### src/rat_regs.vh
// register offsets, field layout and reset values for the alias remap block
// assumes byte-wide register accesses with 8-bit offsets
`ifndef RAT_REGS_VH
`define RAT_REGS_VH

`define RAT_ADDR_W            8
`define RAT_DATA_W            8
`define RAT_FIELD_W           7
`define RAT_FIELD_MSB         7
`define RAT_FIELD_LSB         1

`define RAT_OFS_TARGET_1      8'h70
`define RAT_OFS_TARGET_3      8'h72
`define RAT_OFS_TARGET_4      8'h73
`define RAT_OFS_TARGET_5      8'h74
`define RAT_OFS_TARGET_6      8'h75
`define RAT_OFS_TARGET_7      8'h76
`define RAT_OFS_ALIAS_1       8'h77

`define RAT_BANK_BASE_HI      5'h0E
`define RAT_BANK_ENTRIES      8
`define RAT_BANK_IDX_W        3
`define RAT_BANK_IMPL         8'hFD
`define RAT_IDX_ALIAS_1       3'h7
`define RAT_IDX_TARGET_1      3'h0

`define RAT_RESET_VAL         7'h00
`define RAT_READ_LATENCY      1

`endif

### src/rat_alias_remap.v
// remote target address translation: two port copies of target and alias
// registers, register access port, and the alias-to-target address remap.
// assumes the I2C target engine hands each local address here as a pulse
// and forwards the result over the control channel.
//
// Contract
// target registers hold a 7-bit address in bits 7:1; bit 0 reserved.
// a local address matching slot n's alias is replaced by slot n's target.
// a zero target field disables remapping through that slot.
// with port select set, target register accesses reach the port 1 copy.
// alias register 1 holds a 7-bit alias in bits 7:1; bit 0 reserved.
// a match on alias slot 1 is remapped to target slot 1.
// a zero alias field never matches any local address.
// with port select set, alias register accesses reach the port 1 copy.
// compare upper seven bits with every nonzero alias; first match wins.
`timescale 1ns/100ps
`default_nettype none
`include "rat_regs.vh"

module rat_alias_remap #(
    parameter NPORT   = 2,
    parameter ENTRIES = `RAT_BANK_ENTRIES,
    parameter IDX_W   = `RAT_BANK_IDX_W,
    parameter FIELD_W = `RAT_FIELD_W
) (
    // clock and reset
    input  wire                      clk,
    input  wire                      rst_b,
    // register access
    input  wire                      second_port_select,
    input  wire                      reg_wr,
    input  wire                      reg_rd,
    input  wire [`RAT_ADDR_W-1:0]    reg_addr,
    input  wire [`RAT_DATA_W-1:0]    reg_wdata,
    output reg  [`RAT_DATA_W-1:0]    reg_rdata_q,
    output reg                       reg_rvalid_q,
    // local transaction address in
    input  wire                      xlate_req,
    input  wire                      xlate_port,
    input  wire [`RAT_DATA_W-1:0]    xlate_addr,
    // forwarded address out
    output reg                       fwd_valid_q,
    output reg                       fwd_miss_q,
    output reg                       fwd_port_q,
    output reg  [IDX_W-1:0]          fwd_slot_q,
    output reg  [`RAT_DATA_W-1:0]    fwd_addr_q
);

    // reset release through two flops
    reg rst_meta_q;
    reg rst_n_q;
    always @(posedge clk or negedge rst_b) begin
        if (!rst_b) begin
            rst_meta_q <= 1'b0;
            rst_n_q    <= 1'b0;
        end else begin
            rst_meta_q <= 1'b1;
            rst_n_q    <= rst_meta_q;
        end
    end

    // address decode: offsets 0x70..0x77 form one bank window
    wire             in_window;
    wire [IDX_W-1:0] acc_idx;
    wire             acc_impl;
    // one bit per offset in the window; the hole at 0x71 is cleared
    wire [`RAT_BANK_ENTRIES-1:0] impl_mask;
    assign in_window = (reg_addr[`RAT_ADDR_W-1:IDX_W] == `RAT_BANK_BASE_HI);
    assign acc_idx   = reg_addr[IDX_W-1:0];
    assign impl_mask = `RAT_BANK_IMPL;
    assign acc_impl  = in_window && impl_mask[acc_idx];

    // bit 0 is dropped on write; only the 7-bit field is stored
    wire [FIELD_W-1:0] wr_field;
    assign wr_field = reg_wdata[`RAT_FIELD_MSB:`RAT_FIELD_LSB];

    wire [NPORT*ENTRIES*FIELD_W-1:0] bank_entries;
    wire [NPORT*FIELD_W-1:0]         bank_rd;

    genvar p;
    generate
        for (p = 0; p < NPORT; p = p + 1) begin : g_port
            wire port_hit;
            // one select steers target and alias accesses alike
            assign port_hit = (second_port_select == p);
            rat_port_bank #(
                .ENTRIES (ENTRIES),
                .IDX_W   (IDX_W),
                .FIELD_W (FIELD_W),
                .IMPL    (`RAT_BANK_IMPL)
            ) u_bank (
                .clk        (clk),
                .rst_n      (rst_n_q),
                .wr_en      (reg_wr && acc_impl && port_hit),
                .wr_idx     (acc_idx),
                .wr_field   (wr_field),
                .rd_idx     (acc_idx),
                .rd_field_q (bank_rd[p*FIELD_W +: FIELD_W]),
                .entries    (bank_entries[p*ENTRIES*FIELD_W +:
                                          ENTRIES*FIELD_W])
            );
        end
    endgenerate

    // read path: bank read data is one cycle late, so hold the access
    // attributes for the same cycle and pick the copy then
    reg rd_pend_q;
    reg rd_impl_q;
    reg rd_port_q;
    always @(posedge clk or negedge rst_n_q) begin
        if (!rst_n_q) begin
            rd_pend_q <= 1'b0;
            rd_impl_q <= 1'b0;
            rd_port_q <= 1'b0;
        end else begin
            rd_pend_q <= reg_rd;
            rd_impl_q <= acc_impl;
            rd_port_q <= second_port_select;
        end
    end

    always @(posedge clk or negedge rst_n_q) begin
        if (!rst_n_q) begin
            reg_rdata_q  <= 8'h00;
            reg_rvalid_q <= 1'b0;
        end else begin
            reg_rvalid_q <= rd_pend_q;
            if (rd_pend_q && rd_impl_q) begin
                // reserved bit 0 reads as zero
                reg_rdata_q <= {bank_rd[rd_port_q*FIELD_W +: FIELD_W],
                                1'b0};
            end else if (rd_pend_q) begin
                // unmapped or absent slot reads as zero
                reg_rdata_q <= 8'h00;
            end
        end
    end

    // translation: pick the table of the port the transaction goes to
    wire [ENTRIES*FIELD_W-1:0] tbl;
    assign tbl = bank_entries[xlate_port*ENTRIES*FIELD_W +: ENTRIES*FIELD_W];

    wire [FIELD_W-1:0] local_addr;
    assign local_addr = xlate_addr[`RAT_FIELD_MSB:`RAT_FIELD_LSB];

    // alias entries, by slot; slots without an alias register stay zero
    // in this bank and therefore never match
    wire [FIELD_W-1:0] alias_of [0:ENTRIES-1];
    wire [FIELD_W-1:0] target_of [0:ENTRIES-1];
    wire [ENTRIES-1:0] slot_hit;

    genvar s;
    generate
        for (s = 0; s < ENTRIES; s = s + 1) begin : g_slot
            if (s == 1) begin : g_a1
                assign alias_of[s]  = tbl[`RAT_IDX_ALIAS_1*FIELD_W +:
                                          FIELD_W];
                assign target_of[s] = tbl[`RAT_IDX_TARGET_1*FIELD_W +:
                                          FIELD_W];
            end else begin : g_na
                assign alias_of[s]  = {FIELD_W{1'b0}};
                assign target_of[s] = {FIELD_W{1'b0}};
            end
            // zero alias never matches; zero target disables the slot
            assign slot_hit[s] = (alias_of[s] != {FIELD_W{1'b0}}) &&
                                 (alias_of[s] == local_addr) &&
                                 (target_of[s] != {FIELD_W{1'b0}});
        end
    endgenerate

    // first match in ascending slot order
    reg             any_hit;
    reg [IDX_W-1:0] hit_slot;
    integer         i;
    always @* begin
        any_hit  = 1'b0;
        hit_slot = {IDX_W{1'b0}};
        for (i = 0; i < ENTRIES; i = i + 1) begin
            if (slot_hit[i] && !any_hit) begin
                any_hit  = 1'b1;
                hit_slot = i[IDX_W-1:0];
            end
        end
    end

    always @(posedge clk or negedge rst_n_q) begin
        if (!rst_n_q) begin
            fwd_valid_q <= 1'b0;
            fwd_miss_q  <= 1'b0;
            fwd_port_q  <= 1'b0;
            fwd_slot_q  <= {IDX_W{1'b0}};
            fwd_addr_q  <= 8'h00;
        end else begin
            fwd_valid_q <= xlate_req && any_hit;
            fwd_miss_q  <= xlate_req && !any_hit;
            if (xlate_req) begin
                fwd_port_q <= xlate_port;
                fwd_slot_q <= hit_slot;
                // real address replaces the alias; r/w bit passes through
                fwd_addr_q <= any_hit ?
                    {target_of[hit_slot], xlate_addr[0]} : 8'h00;
            end
        end
    end

endmodule

`default_nettype wire

### src/rat_port_bank.v
// one port's copy of the target-address and alias registers
// assumes writes arrive already decoded to an entry index
`timescale 1ns/100ps
`default_nettype none
`include "rat_regs.vh"

module rat_port_bank #(
    parameter ENTRIES = `RAT_BANK_ENTRIES,
    parameter IDX_W   = `RAT_BANK_IDX_W,
    parameter FIELD_W = `RAT_FIELD_W,
    parameter [`RAT_BANK_ENTRIES-1:0] IMPL = `RAT_BANK_IMPL
) (
    // clock and reset
    input  wire                       clk,
    input  wire                       rst_n,
    // write side
    input  wire                       wr_en,
    input  wire [IDX_W-1:0]           wr_idx,
    input  wire [FIELD_W-1:0]         wr_field,
    // read side
    input  wire [IDX_W-1:0]           rd_idx,
    output reg  [FIELD_W-1:0]         rd_field_q,
    // all entries, flat
    output wire [ENTRIES*FIELD_W-1:0] entries
);

    genvar g;
    generate
        for (g = 0; g < ENTRIES; g = g + 1) begin : g_ent
            if (IMPL[g]) begin : g_impl
                reg [FIELD_W-1:0] field_q;
                always @(posedge clk or negedge rst_n) begin
                    if (!rst_n) begin
                        field_q <= `RAT_RESET_VAL;
                    end else if (wr_en && wr_idx == g) begin
                        field_q <= wr_field;
                    end
                end
                assign entries[g*FIELD_W +: FIELD_W] = field_q;
            end else begin : g_hole
                // slot outside this bank reads as zero, so it never matches
                assign entries[g*FIELD_W +: FIELD_W] = {FIELD_W{1'b0}};
            end
        end
    endgenerate

    // read data comes out of a register
    always @(posedge clk or negedge rst_n) begin
        if (!rst_n) begin
            rd_field_q <= `RAT_RESET_VAL;
        end else begin
            rd_field_q <= entries[rd_idx*FIELD_W +: FIELD_W];
        end
    end

endmodule

`default_nettype wire

### config.mk
export PLATFORM = sky130hd
export DESIGN_NAME = rat_alias_remap
export DESIGN_NICKNAME = d
export VERILOG_FILES = /design/src/rat_alias_remap.v /design/src/rat_port_bank.v
export VERILOG_INCLUDE_DIRS = /design/src
export SDC_FILE = /design/constraint.sdc
export NUM_CORES = 1
export LEC_CHECK = 0
export ABC_AREA = 0
export BUFFER_PORTS_ARGS = -buffer_cell sky130_fd_sc_hd__buf_2
export CAP_MARGIN = 30
export CORE_MARGIN = 4
export CORE_UTILIZATION = 50
export CTS_BUF_LIST = sky130_fd_sc_hd__clkbuf_16
export DETAILED_ROUTE_END_ITERATION = 16
export PLACE_DENSITY_LB_ADDON = 0.25
export SYNTH_ARGS = -nofsm -noshare
export SYNTH_HDL_FRONTEND = slang
export SYNTH_SLANG_ARGS = --single-unit
### constraint.sdc
create_clock -name clk -period 6.2 [get_ports clk]
set_clock_uncertainty 0.2 [all_clocks]
set_input_delay 0.62 -clock clk [delete_from_list [all_inputs] [get_ports clk]]
set_output_delay 0.62 -clock clk [all_outputs]
set_load 0.02 [all_outputs]
==> summary.md <==
| Metric | Value |
|---|---|
| Area of the core | `around 13000 um2` |
| Worst hold stages | `1` |
| HPWL Detailed | `roughly 9.4 mm` |
| Fmax | `around 0.40 GHz` |
| H-tree depth | `4` |
| Setup crit end kind | `flop` |
| Post-Synth Simple-Gate Area | `under 10%` |
| Clk Latency, worst-skew pair | `around 0.42 ns` |
| First-pass GRT wire length | `about 22 mm` |
| Max cap viols | `0` |
| Antenna Nets Post-Route | `0` |
| Layout cells sized above 1 | `42.9%` |
| Clock sink total | `around 140` |
| Worst-case vdd ir drop | `just under 0.0002 V` |
| CP Launch Type | `input port` |
| Largest net degree at the start of global routing | `75` |
| Starting DRT DRC Count | `between 200 and 250` |
| Cell count after synthesis | `roughly 470` |
| Clock power share | `~50%` |
| Total track usage | `about a fifth` |
| Critical-path top delay cell | `nor2b_1` |
| Seq cells post-synth | `between 100 and 150` |
| Max clock buf depth | `2` |
| Root buffer cell | `clkbuf_16` |
| Worst relative slew slack | `roughly a third` |
| Synth cell count leaders | `dfrtp_1 (137), mux2_2 (109), nor2_1 (38), mux2i_1 (21), nand2_1 (15)` |
| Setup violations, final | `0` |
| Largest family of logic cells by synthesized area | `multiplexers` |
| Post-synthesis sequential area ratio | `a little over half` |
| Initial core utilization | `a little over 50%` |
| Worst endpoint data arrival time | `approximately 2.6 ns` |
| Post-synthesis cell type count | `between 40 and 50` |
| R2r endpoint | `fwd_miss_q` |
| Hold Crit Class | `in -> reg` |
| WP buf/inv | `1` |
| Asr flop ratio synth | `between 90% and 100%` |
| TritonCTS clock tree | `done` |
| Reg2reg start | `g_port[1].u_bank.g_ent[7].g_impl.field_q[0]` |
| Multiplexer area fraction after synthesis | `28.0%` |
| Complex-gate fraction of the synthesized area | `4.69%` |
| Area delta synth->final | `15.4%` |
| Adder-cell share of the synthesized area | `0%` |
| Antenna diodes | `0` |
| Gpl congestion | `0.793` |
| # fillers | `between 1000 and 1500` |
| Routed vias | `a little under 4000` |
| Hold_buf cts | `1` |
| Standard-cell rows | `~40` |
| Pre-antenna DRT Iters | `6` |
| PostCTS Resize Cnt | `0` |
| Fin Setup TNS | `0 ns` |
| Reg2reg path depth | `4` |
| Max Slew Vio Count | `0` |
| IO Count | `54` |
| WL/cell | `around 20 um` |
| Number of synthesized flops with an enable pin | `0` |
| Crit Path Max Fanout | `32` |
| Util after Layout | `between 50% and 60%` |
| Critical path class | `in -> reg` |
| Full die area | `14700 um2` |
| Final net count | `between 500 and 600` |
| Worst hold slack | `around 0.12 ns` |
| Clk slew on worst S/H paths | `0.05 ns` |
| R2r setup slk | `between 4 and 5 ns` |
| Req. time, crit path | `6.30 ns` |
| Hold EP | `rd_pend_q` |
| Vias in the first global route | `4047` |
| Die X | `between 100 and 150 um` |
| Logic gate share of total power | `under 10%` |
| Min-delay src | `reg_rd` |
| RSZ-0062 raised after global routing | `false` |
| PwrDens | `around 300 nW/um2` |
| Netlist Area Pre-Place | `about 6400 um2` |
| Drt via density | `5.66` |
| Switching Power | `between 0.4 and 0.5 mW` |
| Port Buffers | `49` |
| TritonCTS buffer count | `17` |
| Primary FF master, synth | `dfrtp_1` |
| Grt ovf | `0` |
| Initial antenna violation count | `0` |
| Chip height | `121 um` |
| Static Leak | `3.57 nW` |
| Final period util | `40.5%` |
| Most frequent cell after synthesis | `dfrtp_1` |
| Synth Area in XOR/XNOR | `under 10%` |
| Pint | `between 1.5 and 2 mW` |
| CP max stage delay | `0.71 ns` |
| Number of synthesis warnings | `0` |
| Top cell family by delay on the critical path | `simple AND/OR/NAND/NOR gates` |
| Yosys top cell by area | `dfrtp_1` |
| Final hold viol count | `0` |
| Sequential Power Share | `a little over two fifths` |
| Detailed Route WL | `~14 mm` |
| Largest cells by area after synthesis | `dfrtp_1 (53%), mux2_2 (19%), mux4_2 (4.9%), mux2i_1 (3.3%), nor2_1 (2.2%)` |
| Setup Fix Bufs, Post-CTS | `0` |
| Status | `finished, final reports clean` |
| Residual DRC | `0` |
| Least-Margin Pin Slew | `around 0.99 ns` |
| Syn_area_per_cell | `around 14 um2` |
| Tmin final | `between 2 and 3 ns` |
| Sw Ratio | `around 22%` |
| Synth top area share | `53.3%` |
| Cells along the critical path | `buf_2, nor2b_1, nand4_4, mux2_1` |
metrics by stage:
| stage | setup slack (ns) | area, um2 | total power, mW | cells |
|---|---|---|---|---|
| floorplan | 1.90 | 6430 | 1.05 | 468 |
| global placement | 3.10 | 6740 | 1.09 | 657 |
| detailed placement | 3.25 | 6750 | 1.09 | 658 |
| CTS | 3.70 | 7420 | 2.21 | 690 |
| global route | 3.62 | 7420 | 2.27 | 690 |
| finish | 3.69 | 7420 | 2.19 | 690 |
power by group through the flow:
stage | sequential [mW] | clock [mW] | combinational (mW)
after floorplan | 0.959 | 0 | 0.0913
after global placement | 0.957 | 0 | 0.131
after detailed placement | 0.959 | 0 | 0.134
after CTS | 0.944 | 1.14 | 0.135
after global routing | 0.947 | 1.18 | 0.147
final | 0.943 | 1.12 | 0.134
worst max-delay path by stage:
| stage | startpoint | endpoint | slack, ns | cells after the start |
|---|---|---|---|---|
| 3_3_place_gp | reg_addr[3] | g_port[1].u_bank.g_ent[7].g_impl.field_q[3] | 3.10 | 5 |
| 2_1_floorplan | rst_n_q | fwd_addr_q[0] | 1.90 | 0 |
| 4_1_cts | reg_addr[1] | g_port[1].u_bank.g_ent[6].g_impl.field_q[4] | 3.70 | 4 |
| 5_1_grt | reg_addr[1] | g_port[1].u_bank.g_ent[6].g_impl.field_q[4] | 3.62 | 4 |
| 6_report | reg_addr[1] | g_port[1].u_bank.g_ent[6].g_impl.field_q[4] | 3.69 | 4 |
| 3_5_place_dp | reg_addr[1] | g_port[1].u_bank.g_ent[6].g_impl.field_q[4] | 3.25 | 4 |
metal layers:
layer  routed length [um]  up-vias  global-route usage [%]
met2                 7000       82                    34.3
met4                  228        0                    6.79
li1                     -     1790                       -
met1                 6050     2013                    26.6
met3                  526       18                    4.90
met5                    0        -                       0
final cells by class:
| type | count | area, um2 | share of cell area [%] |
|---|---|---|---|
| Clock buffer | 17 | 425 | 5.74 |
| Timing Repair Buffer | 52 | 278 | 3.75 |
| Sequential cell | 137 | 3430 | 46.3 |
| Multi-Input combinational cell | 288 | 2800 | 37.7 |
| Clock inverter | 14 | 229 | 3.09 |
| Inverter | 10 | 37.5 | 0.506 |
| Tap cell | 172 | 215 | 2.90 |
kinds of logic after synthesis:
kind of cell / Yosys count
other cells: 2
buf+inv: 43
xor+xnor: 7
compound gates: 36
flops: 137
simple gates: 93
mux: 148
cells in the final DEF, fill, tap and decap left out, types with 13 or more instances in the layout:
cell type  count
a221oi_1      13
buf_2         49
clkbuf_16     17
dfrtp_1      136
mux2_2       109
mux2i_1       21
mux4_2        14
nand2_1       15
nor2_1        38
flip-flops by register name (all words and copies together), names as in the netlist:
register and flops:
fwd_addr_q 8, fwd_miss_q 1, fwd_port_q 1, fwd_slot_q 1
fwd_valid_q 1, g_port.u_bank.g_ent.g_impl.field_q 98, g_port.u_bank.rd_field_q 14, rd_impl_q 1
rd_pend_q 1, rd_port_q 1, reg_rdata_q 7, reg_rvalid_q 1
rst_meta_q 1, rst_n_q 1
(Power assumes the default switching activity.)
